<file path="src/verilog/swrs_pkg.sv">
package swrs_pkg;
  // instruction opcodes (12 bit)
  localparam logic [11:0] SWRS_OP_SLEEP = 12'h003;
  localparam logic [11:0] SWRS_OP_CLEAR_WDOG = 12'h004;

  // register byte offsets
  localparam int SWRS_ADDR_W = 4;
  localparam logic [3:0] SWRS_OFS_STATUS = 4'h0;
  localparam logic [3:0] SWRS_OFS_CTRL = 4'h4;

  // status field positions
  localparam int SWRS_ST_SLEEP = 0;
  localparam int SWRS_ST_PWD = 3;
  localparam int SWRS_ST_TMO = 4;
  localparam int SWRS_ST_PCW = 7;

  // control field positions and reset value
  localparam int SWRS_CT_SWDT = 0;
  localparam int SWRS_CT_PCWEN = 1;
  localparam logic [1:0] SWRS_CTRL_RST = 2'h2;

  // pins of the second port that can wake the core
  localparam logic [7:0] SWRS_WAKE_MASK = 8'h8f;

  localparam logic [1:0] SWRS_RESP_OKAY = 2'h0;
  localparam logic [1:0] SWRS_RESP_SLVERR = 2'h2;
  localparam logic [31:0] SWRS_ZERO32 = 32'h0000_0000;

  typedef enum logic [1:0] {
    SWRS_WAKE_NONE,
    SWRS_WAKE_MASTER,
    SWRS_WAKE_WDT,
    SWRS_WAKE_PIN
  } swrs_wake_t;
endpackage

</file>
<file path="src/verilog/swrs_top.sv">
`timescale 1ns/1ps
module swrs_top (
  input wire logic core_clk,
  input wire logic sys_rst,
  input wire logic [11:0] instr,
  input wire logic instr_valid,
  input wire logic master_clear_n,
  input wire logic wdt_timeout,
  input wire logic brown_out,
  input wire logic config_watchdog_enable,
  input wire logic [7:0] second_io_port,
  output logic osc_driver_en,
  output logic io_hold,
  output logic wdt_run,
  output logic wdt_clear,
  output logic device_reset,
  output swrs_pkg::swrs_wake_t wake_cause,
  input wire logic [swrs_pkg::SWRS_ADDR_W-1:0] s_axi_awaddr,
  input wire logic s_axi_awvalid,
  output logic s_axi_awready,
  input wire logic [31:0] s_axi_wdata,
  input wire logic [3:0] s_axi_wstrb,
  input wire logic s_axi_wvalid,
  output logic s_axi_wready,
  output logic [1:0] s_axi_bresp,
  output logic s_axi_bvalid,
  input wire logic s_axi_bready,
  input wire logic [swrs_pkg::SWRS_ADDR_W-1:0] s_axi_araddr,
  input wire logic s_axi_arvalid,
  output logic s_axi_arready,
  output logic [31:0] s_axi_rdata,
  output logic [1:0] s_axi_rresp,
  output logic s_axi_rvalid,
  input wire logic s_axi_rready
);
  import swrs_pkg::*;

  function automatic logic is_mapped(input logic [SWRS_ADDR_W-1:0] a);
    is_mapped = (a == SWRS_OFS_STATUS) || (a == SWRS_OFS_CTRL);
  endfunction

  // opcode decode shared by both instructions
  function automatic logic is_op(input logic [11:0] got,
                                 input logic [11:0] code);
    is_op = (got == code);
  endfunction

  logic sleep_q;
  logic timeout_flag_n_q;
  logic powerdown_flag_n_q;
  logic pin_change_wake_flag_n_q;
  logic soft_watchdog_enable_q;
  logic pcw_enable_q;
  logic [7:0] pin_snap_q;
  logic [7:0] pin_diff;
  logic sleep_instr;
  logic clear_watchdog_instr;
  logic wdt_enabled;
  logic wdt_event;
  logic clear_pin_event;
  logic pin_event;
  logic wake;
  logic reset_event;
  logic stay_asleep;

  // software control falls back when the config bit is clear
  assign wdt_enabled = config_watchdog_enable | soft_watchdog_enable_q;
  assign sleep_instr = instr_valid && !sleep_q
                       && is_op(instr, SWRS_OP_SLEEP);
  assign clear_watchdog_instr = instr_valid && !sleep_q
                                && is_op(instr, SWRS_OP_CLEAR_WDOG);
  assign wdt_event = wdt_timeout && wdt_enabled;
  assign clear_pin_event = !master_clear_n;
  assign pin_diff = (second_io_port ^ pin_snap_q) & SWRS_WAKE_MASK;
  assign pin_event = sleep_q && pcw_enable_q && (pin_diff != 8'h00);
  assign wake = sleep_q && (clear_pin_event || wdt_event
                || pin_event || brown_out);
  // watchdog timeout and master-clear both arrive as inputs here
  assign reset_event = wake || brown_out || clear_pin_event
                       || wdt_event;
  // sleep state as it will stand after this edge
  assign stay_asleep = (sleep_q && !wake) || sleep_instr;

  // sleep state
  always_ff @(posedge core_clk) begin
    if (sys_rst) begin
      sleep_q <= 1'b0;
    end else if (wake) begin
      sleep_q <= 1'b0;
    end else if (sleep_instr) begin
      sleep_q <= 1'b1;
    end
  end

  // pin snapshot at sleep entry
  always_ff @(posedge core_clk) begin
    if (sys_rst) begin
      pin_snap_q <= 8'h00;
    end else if (sleep_instr) begin
      pin_snap_q <= second_io_port;
    end
  end

  // timeout flag; a watchdog timeout beats a same-cycle set by instruction, a brown-out beats the timeout
  always_ff @(posedge core_clk) begin
    if (sys_rst) begin
      timeout_flag_n_q <= 1'b1;
    end else if (brown_out) begin
      timeout_flag_n_q <= 1'b1;
    end else if (wdt_event) begin
      timeout_flag_n_q <= 1'b0;
    end else if (sleep_instr || clear_watchdog_instr) begin
      timeout_flag_n_q <= 1'b1;
    end else begin
      timeout_flag_n_q <= timeout_flag_n_q;
    end
  end

  // powerdown flag; the watchdog never touches it
  always_ff @(posedge core_clk) begin
    if (sys_rst) begin
      powerdown_flag_n_q <= 1'b1;
    end else if (brown_out) begin
      powerdown_flag_n_q <= 1'b1;
    end else if (sleep_instr) begin
      powerdown_flag_n_q <= 1'b0;
    end else if (clear_watchdog_instr) begin
      powerdown_flag_n_q <= 1'b1;
    end else begin
      powerdown_flag_n_q <= powerdown_flag_n_q;
    end
  end

  // pin-change wake flag
  always_ff @(posedge core_clk) begin
    if (sys_rst) begin
      pin_change_wake_flag_n_q <= 1'b1;
    end else if (brown_out) begin
      pin_change_wake_flag_n_q <= 1'b1;
    end else if (pin_event) begin
      pin_change_wake_flag_n_q <= 1'b0;
    end else if (sleep_instr) begin
      pin_change_wake_flag_n_q <= 1'b1;
    end else begin
      pin_change_wake_flag_n_q <= pin_change_wake_flag_n_q;
    end
  end

  // oscillator driver is off for as long as the core sleeps
  always_ff @(posedge core_clk) begin
    if (sys_rst) begin
      osc_driver_en <= 1'b1;
    end else begin
      osc_driver_en <= !stay_asleep;
    end
  end

  // pins keep their state while asleep
  always_ff @(posedge core_clk) begin
    if (sys_rst) begin
      io_hold <= 1'b0;
    end else begin
      io_hold <= stay_asleep;
    end
  end

  // watchdog keeps running in sleep
  always_ff @(posedge core_clk) begin
    if (sys_rst) begin
      wdt_run <= 1'b0;
    end else begin
      wdt_run <= wdt_enabled;
    end
  end

  // counter restarts on sleep entry, its clear opcode and every wake
  always_ff @(posedge core_clk) begin
    if (sys_rst) begin
      wdt_clear <= 1'b0;
    end else begin
      wdt_clear <= sleep_instr || clear_watchdog_instr || wake;
    end
  end

  // one pulse for each cycle that carries a reset event
  always_ff @(posedge core_clk) begin
    if (sys_rst) begin
      device_reset <= 1'b0;
    end else begin
      device_reset <= reset_event;
    end
  end

  // cause of the last wake-up
  always_ff @(posedge core_clk) begin
    if (sys_rst) begin
      wake_cause <= SWRS_WAKE_NONE;
    end else if (wake) begin
      if (wdt_event) begin
        wake_cause <= SWRS_WAKE_WDT;
      end else if (pin_event) begin
        wake_cause <= SWRS_WAKE_PIN;
      end else if (clear_pin_event) begin
        wake_cause <= SWRS_WAKE_MASTER;
      end else begin
        wake_cause <= SWRS_WAKE_NONE;
      end
    end
  end

  // AXI4-Lite write channel
  logic aw_got_q;
  logic w_got_q;
  logic [SWRS_ADDR_W-1:0] aw_addr_q;
  logic [31:0] w_data_q;
  logic [3:0] w_strb_q;
  logic aw_hs;
  logic w_hs;
  logic do_write;

  assign aw_hs = s_axi_awvalid && s_axi_awready;
  assign w_hs = s_axi_wvalid && s_axi_wready;
  assign do_write = (aw_got_q || aw_hs) && (w_got_q || w_hs) && !s_axi_bvalid;

  always_ff @(posedge core_clk) begin
    if (sys_rst) begin
      aw_got_q <= 1'b0;
      aw_addr_q <= '0;
      s_axi_awready <= 1'b1;
    end else if (do_write) begin
      aw_got_q <= 1'b0;
      s_axi_awready <= 1'b0;
    end else if (aw_hs) begin
      aw_got_q <= 1'b1;
      aw_addr_q <= s_axi_awaddr;
      s_axi_awready <= 1'b0;
    end else begin
      s_axi_awready <= !aw_got_q && !s_axi_bvalid;
    end
  end

  always_ff @(posedge core_clk) begin
    if (sys_rst) begin
      w_got_q <= 1'b0;
      w_data_q <= SWRS_ZERO32;
      w_strb_q <= 4'h0;
      s_axi_wready <= 1'b1;
    end else if (do_write) begin
      w_got_q <= 1'b0;
      s_axi_wready <= 1'b0;
    end else if (w_hs) begin
      w_got_q <= 1'b1;
      w_data_q <= s_axi_wdata;
      w_strb_q <= s_axi_wstrb;
      s_axi_wready <= 1'b0;
    end else begin
      s_axi_wready <= !w_got_q && !s_axi_bvalid;
    end
  end

  logic [SWRS_ADDR_W-1:0] wr_addr;
  logic [31:0] wr_data;
  logic wr_lane0;

  assign wr_addr = aw_got_q ? aw_addr_q : s_axi_awaddr;
  assign wr_data = w_got_q ? w_data_q : s_axi_wdata;
  assign wr_lane0 = w_got_q ? w_strb_q[0] : s_axi_wstrb[0];

  always_ff @(posedge core_clk) begin
    if (sys_rst) begin
      s_axi_bvalid <= 1'b0;
      s_axi_bresp <= SWRS_RESP_OKAY;
    end else if (do_write) begin
      s_axi_bvalid <= 1'b1;
      s_axi_bresp <= is_mapped(wr_addr) ? SWRS_RESP_OKAY : SWRS_RESP_SLVERR;
    end else if (s_axi_bready) begin
      s_axi_bvalid <= 1'b0;
    end
  end

  // control register
  always_ff @(posedge core_clk) begin
    if (sys_rst) begin
      soft_watchdog_enable_q <= SWRS_CTRL_RST[SWRS_CT_SWDT];
      pcw_enable_q <= SWRS_CTRL_RST[SWRS_CT_PCWEN];
    end else if (do_write && wr_lane0 && (wr_addr == SWRS_OFS_CTRL)) begin
      soft_watchdog_enable_q <= wr_data[SWRS_CT_SWDT];
      pcw_enable_q <= wr_data[SWRS_CT_PCWEN];
    end
  end

  // AXI4-Lite read channel
  logic [31:0] rd_word;

  always_comb begin
    rd_word = SWRS_ZERO32;
    if (s_axi_araddr == SWRS_OFS_STATUS) begin
      rd_word[SWRS_ST_SLEEP] = sleep_q;
      rd_word[SWRS_ST_PWD] = powerdown_flag_n_q;
      rd_word[SWRS_ST_TMO] = timeout_flag_n_q;
      rd_word[SWRS_ST_PCW] = pin_change_wake_flag_n_q;
    end else if (s_axi_araddr == SWRS_OFS_CTRL) begin
      rd_word[SWRS_CT_SWDT] = soft_watchdog_enable_q;
      rd_word[SWRS_CT_PCWEN] = pcw_enable_q;
    end
  end

  always_ff @(posedge core_clk) begin
    if (sys_rst) begin
      s_axi_arready <= 1'b1;
      s_axi_rvalid <= 1'b0;
      s_axi_rdata <= SWRS_ZERO32;
      s_axi_rresp <= SWRS_RESP_OKAY;
    end else if (s_axi_arvalid && s_axi_arready) begin
      s_axi_arready <= 1'b0;
      s_axi_rvalid <= 1'b1;
      s_axi_rdata <= rd_word;
      s_axi_rresp <= is_mapped(s_axi_araddr) ? SWRS_RESP_OKAY
                                              : SWRS_RESP_SLVERR;
    end else if (s_axi_rvalid && s_axi_rready) begin
      s_axi_rvalid <= 1'b0;
      s_axi_arready <= 1'b1;
    end
  end
endmodule

</file>
<file path="config.mk">
export PLATFORM = sky130hd
export DESIGN_NAME = swrs_top
export DESIGN_NICKNAME = d
export VERILOG_FILES = /design/src/verilog/swrs_pkg.sv /design/src/verilog/swrs_top.sv
export SDC_FILE = /design/constraint.sdc
export NUM_CORES = 1
export LEC_CHECK = 0
export ABC_AREA = 1
export BUFFER_PORTS_ARGS = -buffer_cell sky130_fd_sc_hd__buf_2
export CAP_MARGIN = 20
export CELL_PAD_IN_SITES_DETAIL_PLACEMENT = 1
export CELL_PAD_IN_SITES_GLOBAL_PLACEMENT = 2
export CORE_MARGIN = 5
export CORE_UTILIZATION = 19
export CTS_CLUSTER_SIZE = 30
export DETAILED_ROUTE_END_ITERATION = 12
export PLACE_DENSITY_LB_ADDON = 0.08
export RECOVER_POWER = 25
export SETUP_SLACK_MARGIN = 0.2
export SLEW_MARGIN = 20
export SYNTH_ARGS = -nofsm -noshare
export SYNTH_HDL_FRONTEND = slang
export SYNTH_SLANG_ARGS = --single-unit
</file>
<file path="constraint.sdc">
create_clock -name core_clk -period 1.2 [get_ports core_clk]
set_clock_uncertainty 0.05 [all_clocks]
set_input_delay 0.18 -clock core_clk [delete_from_list [all_inputs] [get_ports core_clk]]
set_output_delay 0.18 -clock core_clk [all_outputs]
set_load 0.01 [all_outputs]
</file>
==> results.yml, run 1 <==
die:
  die_h_um: 110.7
  die_w_um: 110.7
  dieArea_mm2: 0.01226
  initial_core_util_pct: 19.64
  io_pins: 124
  coreArea_mm2: 0.009819
  rows: 36
cts:
  cts_sinks: 39
  cts_max_level: 2
  cts_hold_buffers: 0
  clockRootBuffer: "clkbuf_8"
  clock_path_buffers: 2
  cts_buffers: 5
  cts_tree: "done"
  insertion_delay_ns: 0.29
  path_clk_slew_ns: 0.08
yosys:
  synthArstFlopShare_pct: 0
  netlist_area_mm2: 0.001928
  synth_ff_type: "dfxtp_1"
  syn_avg_cell_area_um2: 7.416
  synthDistinctLibCells: 33
  synth_warnings: 0
  synth_top_family_by_area: "simple AND/OR/NAND/NOR gates"
  synth_compound_area_share_pct: 15.38
  yosysSeqAreaShare_pct: 40.49
  synthAdderAreaFrac_pct: 0
  ys_ff_latch: 39
  synth-simple-area-share_pct: 23.23
  syn_inst: 260
  synth.area.mux_share_pct: 0
  synth_xor_area_share_pct: 0.4543
  synth_edf_count: 0
power:
  power.switching_uw: 909.2
  power.density_mw_per_mm2: 1030
  ir_drop_v: 0.0004496
  clockPowerShare_pct: 32.0
  power_frac_seq_pct: 45.3
  p_int_mw: 2.245
  swShare_pct: 28.83
  p_leak_nw: 1.442
  comb_power_share_pct: 22.6
routing:
  firstDrtPassIters: 3
  ant_nets: 0
  wl_um: 5546
  drc: 0
  wire_per_inst_um: 11.20
  drtIter0Drc: 44
  via_per_inst: 3.780
  num_vias: 1871
layout:
  multi_input_area_mm2: 0.001030
  fill_cells: 1228
  seqCellArea_um2: 808.3
  final_cells: 495
  syn_to_final_growth_pct: 58.73
  num-nets-final: 437
  n_antenna_cell: 0
  drive_gt1_share_pct: 51.93
  fin_util_pct: 31.17
critical_path:
  critPathLaunchType: "flip-flop"
  cp_data_arrival_time_ns: 1.45
  path_class: "reg -> reg"
  crit_fanout: 8
  r2r_setup_slack_ns: -0.08
  crit_required_ns: 1.38
  cp-end-kind: "flip-flop"
timing:
  timing.hold.ws_ns: 0.05922
  fin_crit_sh_pct: 106.3
  period_needed_ns: 1.276
  fin_ws_ns: -0.07600
  grt_setup_unrepaired: "yes"
  fmax_ghz: 0.7837
  hold_viol: 0
  drv_slew: 0
  setup_viol: 15
grt:
  grt_max_degree: 22
  grt_pass1_vias: 1900
  grt_antenna_before_repair: 0
  grt_usage_pct: 9.070
  grt.overflow.total: 0
  grt_pass1_wl_um: 9135
min_path:
  min_path_type: "in -> reg"
flow_run:
  max-cap-violations: 0
placed_design:
  placement.io_buffers: 58
  placed_cells: 472
  place_hpwl_um: 4262
  gp_congestion: 0.7024
status:
  failed_checks: "negative setup slack"
  status: "finished with violations"
==> state kept, by name, indices dropped and copies added (netlist names), 2 cells and up <==
| name | count |
|---|---|
| pin_snap_q | 5 |
| s_axi_rdata | 5 |
| aw_addr_q | 4 |
| w_data_q | 2 |
| wake_cause | 2 |
==> kinds of logic (layout without fill, tap and decap cells) <==
family                 Yosys count  in the layout
XOR/XNOR                         1              1
AO/OA/AOI/OAI                   53             53
buffers and inverters           71            145
other                            1             29
AND/OR/NAND/NOR                 95             95
flip-flops                      39             39
==> stage by stage <==
stage                     power, mW  setup WS, ns  instance area, um2  setup TNS [ns]
final                         3.154      -0.07600                3060         -0.6684
after global placement        2.017      -0.07042                2527         -0.5170
after floorplan               1.840      0.006920                2095               0
after detailed placement      2.024      -0.07452                2527         -0.7255
after CTS                     3.165      -0.07325                2872         -0.4683
after global routing          3.358       -0.1712                3060          -2.149
==> final timing paths <==
check	start	to	cells after the start
setup / recovery	s_axi_wready$_SDFF_PP1_	aw_addr_q[2]$_SDFFE_PP0P_	8
hold / removal	s_axi_awaddr[0]	aw_addr_q[0]$_SDFFE_PP0P_	3
setup reg to reg	s_axi_wready$_SDFF_PP1_	aw_addr_q[2]$_SDFFE_PP0P_	8
hold reg to reg	pin_snap_q[0]$_SDFFE_PP0P_	pin_snap_q[0]$_SDFFE_PP0P_	2
==> power groups by stage <==
stage	logic, mW	registers, mW	clock network [mW]
2_1_floorplan	0.381	1.46	0
3_3_place_gp	0.573	1.44	0
3_5_place_dp	0.578	1.45	0
4_1_cts	0.663	1.43	1.07
5_1_grt	0.794	1.44	1.13
6_report	0.714	1.43	1.01
==> layout make-up <==
class	count	area share (%)
clock buffer	8	3.271
inverter	39	5.437
multi-input combinational	178	33.65
sequential	39	26.41
tap	133	5.437
timing repair buffer	98	25.80
==> per-layer routing <==
| metal | share of wire, % | global-route usage, % | vias up |
|---|---|---|---|
| li1 | - | - | 968 |
| met4 | 1.4 | 2.956 | 0 |
| met5 | 0 | 0 | - |
| met1 | 44 | 10.62 | 842 |
| met3 | 6.4 | 3.111 | 5 |
| met2 | 48 | 15.49 | 56 |
==> timing repair <==
item                       4_1_cts  5_1_grt
pin swaps                       10       17
gates cloned                     1        0
setup endpoints to repair       46       52
buffers inserted                 8        6
gates resized for setup         54       39
==> cells in the final DEF (no fill, tap or decap), drive strengths merged <==
cell type and count:
a21oi 24, a32oi 3, and3 1, buf 96, clkbuf 10, clkinv 2
conb 29, dfxtp 39, inv 37, nand2 47, nand3 11, nand4 1
nor2 31, nor3 1, nor4 1, o211ai 1, o21ai 24, o22ai 1
or2 2, xnor2 1
==> worst max-delay path: stages, from the launching register on <==
cell     delay (ns)
dfxtp_2        0.33
nand2_2        0.06
inv_2          0.04
or2_4          0.24
nand3_4        0.12
inv_6          0.06
nor2_8         0.13
o21ai_1        0.07
a21oi_1        0.11
==> Yosys cell counts (2+ instances only) <==
| cell type | count | area [um2] |
|---|---|---|
| nand2_4 | 2 | 22.52 |
| o21ai_0 | 7 | 35.03 |
| nand2_1 | 43 | 161.4 |
| a21oi_2 | 2 | 17.52 |
| buf_4 | 31 | 232.7 |
| o21ai_1 | 16 | 80.08 |
| nor2_1 | 27 | 101.4 |
| dfxtp_1 | 39 | 780.8 |
| a32oi_1 | 3 | 26.28 |
| nor2_2 | 3 | 18.77 |
| inv_1 | 27 | 101.4 |
| a21oi_1 | 22 | 110.1 |
| inv_2 | 9 | 33.78 |
| nand3_1 | 9 | 45.04 |
| nand2_2 | 2 | 12.51 |
No activity file was read; power rests on OpenSTA's default activity.
==> inputs of run 2 (changes only) <==
Settings changed: CORE_ASPECT_RATIO from default to 0.6, HOLD_SLACK_MARGIN from default to 0.02.
==> run 2 against run 1 <==
The flow still finishes with violations (negative setup slack); fmax down 3.5%; sequential power about the same; worst setup slack worse by 0.046 ns; cell count up 0.81%; total power up 24%; clock power up 72%.
==> results.yml, run 2 (synthesis results as in run 1) <==
flow_run:
  max-cap-violations: 0
critical_path:
  path_delay_family: "simple AND/OR/NAND/NOR gates"
  path_class: "reg -> reg"
  cp_data_arrival_time_ns: 1.49
  crit_chain: "nand2_2, inv_2, or2_4, nand3_4, inv_6, nor2_8, o21ai_1, a21oi_1"
  worst_r2r_startpoint: "s_axi_wready$_SDFF_PP1_"
  slowest_delay_ns: 0.32
  crit_slowest_cell: "dfxtp_2"
  crit_path_start: "s_axi_wready$_SDFF_PP1_"
  r2r_cells: 8
  critPathLaunchType: "flip-flop"
  r2r_setup_slack_ns: -0.12
  crit_required_ns: 1.37
  crit_fanout: 8
  rr_endpoint: "aw_addr_q[2]$_SDFFE_PP0P_"
  cp_num_buf_inv: 2
  cp-end-kind: "flip-flop"
die:
  die_h_um: 88.03
  die_w_um: 140.1
  coreArea_mm2: 0.009879
  rows: 28
  io_pins: 124
  initial_core_util_pct: 19.52
  dieArea_mm2: 0.01233
routing:
  wl_um: 6072
  ant_nets: 0
  via_per_inst: 3.788
  wire_per_inst_um: 12.17
  drc: 0
  num_vias: 1890
  drtIter0Drc: 41
  firstDrtPassIters: 4
timing:
  grt_setup_unrepaired: "yes"
  period_needed_ns: 1.322
  timing.hold.ws_ns: 0.08474
  hold_viol: 0
  setup_viol: 14
  tns_ns: -0.8703
  fin_ws_ns: -0.1221
  fin_crit_sh_pct: 110.2
  fmax_ghz: 0.7563
  drv_slew: 0
cts:
  cts_sinks: 39
  clock_path_buffers: 2
  cts_buffers: 5
  insertion_delay_ns: 0.28
  cts_tree: "done"
  cts_max_level: 2
  clockRootBuffer: "clkbuf_16"
  path_clk_slew_ns: 0.06
grt:
  use_met2_pct: 13.21
  grt_antenna_before_repair: 0
  grt_max_degree: 15
  grt_pass1_wl_um: 9508
  use_met3_pct: 3.546
  grt-busiest-layer: "met1"
  grt_pass1_vias: 1813
  grt.overflow.total: 0
  grt_usage_pct: 9.959
  met1_usage_pct: 14.95
layout:
  syn_to_final_growth_pct: 66.97
  n_antenna_cell: 0
  finalInstanceArea_mm2: 0.003219
  layout_common_cells: "buf_2, conb_1, buf_4"
  reg_top3: "pin_snap_q (5), s_axi_rdata (5), aw_addr_q (4)"
  layout_commonest_cell: "buf_2"
  drive_gt1_share_pct: 57.14
  num-nets-final: 439
power:
  ir_drop_v: 0.0006402
  power.density_mw_per_mm2: 1218
  power_frac_seq_pct: 36.6
  p_leak_nw: 1.479
  power.switching_mw: 1.012
  comb_power_share_pct: 19.1
  p_int_mw: 2.910
  swShare_pct: 25.80
  clockPowerShare_pct: 44.3
min_path:
  min_to: "aw_addr_q[2]$_SDFFE_PP0P_"
  hold_path_depth: 3
  min_path_type: "in -> reg"
  hp-start: "s_axi_awaddr[2]"
status:
  failed_checks: "negative setup slack"
  status: "finished with violations"
placed_design:
  place_area_mm2: 0.002517
  placement.io_buffers: 58
  gp_congestion: 0.6759
  place_hpwl_um: 4591
  post-place-ws_ns: -0.1197
==> run 2: changes by cell type in the layout (fill, tap and decap cells not counted), moves of 3 or more <==
cell and delta:
buf_2 +4, buf_4 +3, buf_6 -6, clkbuf_16 +5
clkbuf_8 -7, dfxtp_1 +5, dfxtp_2 -6, nand2_1 -10
nand2_2 +9, nor2_1 -3, nor2_4 +3, o21ai_1 -8
o21ai_2 +7
==> run 2: worst register-to-register path: stages, from the launching register on <==
cell and delay, ns:
dfxtp_2 0.32, nand2_2 0.05, inv_2 0.04, or2_4 0.25
nand3_4 0.13, inv_6 0.06, nor2_8 0.16, o21ai_1 0.09
a21oi_1 0.11
==> run 2: worst max path at each step <==
| stage | to | cells past startpoint |
|---|---|---|
| after CTS | aw_addr_q[0]$_SDFFE_PP0P_ | 8 |
| after floorplan | aw_addr_q[1]$_SDFFE_PP0P_ | 8 |
| final | aw_addr_q[2]$_SDFFE_PP0P_ | 8 |
| after global placement | wake_cause[0]$_SDFFE_PP0P_ | 11 |
| after global routing | aw_addr_q[0]$_SDFFE_PP0P_ | 8 |
| after detailed placement | wake_cause[0]$_SDFFE_PP0P_ | 11 |
==> run 2: metrics by stage <==
step                      util, %  power, mW  cells
after CTS                   29.42      3.870    491
after global placement      25.48      2.015    474
after global routing        32.59      4.137    499
final                       32.59      3.921    499
after floorplan                 -      1.840    288
after detailed placement    25.48      2.021    474
==> run 2: repair_timing <==
| item | CTS | global route |
|---|---|---|
| hold buffers | 0 | 0 |
| pin swaps | 9 | 23 |
| gates resized for setup | 42 | 68 |
| cloned | 1 | 0 |
| buffers inserted | 8 | 8 |
| setup endpoints to repair | 41 | 48 |
==> run 2: area by class of cell <==
class / instances / area, um2
clock buffer: 6 / 128.9
clock inverter: 2 / 60.06
fill: 1198 / 6660
inverter: 39 / 166.4
multi-input combinational: 178 / 1151
sequential: 39 / 804.5
tap: 135 / 168.9
timing repair buffer: 100 / 739.5
==> run 2: power groups by stage <==
stage | Sequential, mW | Combinational (mW) | Clock [mW]
floorplan | 1.46 | 0.381 | 0
global placement | 1.45 | 0.569 | 0
detailed placement | 1.45 | 0.575 | 0
CTS | 1.42 | 0.625 | 1.82
global route | 1.44 | 0.830 | 1.86
finish | 1.43 | 0.748 | 1.74
==> run 2: per-layer routing <==
| layer | part of all wire [%] | vias up |
|---|---|---|
| li1 | - | 979 |
| met1 | 53 | 854 |
| met2 | 40 | 52 |
| met3 | 5.9 | 5 |
| met4 | 0.81 | 0 |
| met5 | 0 | - |
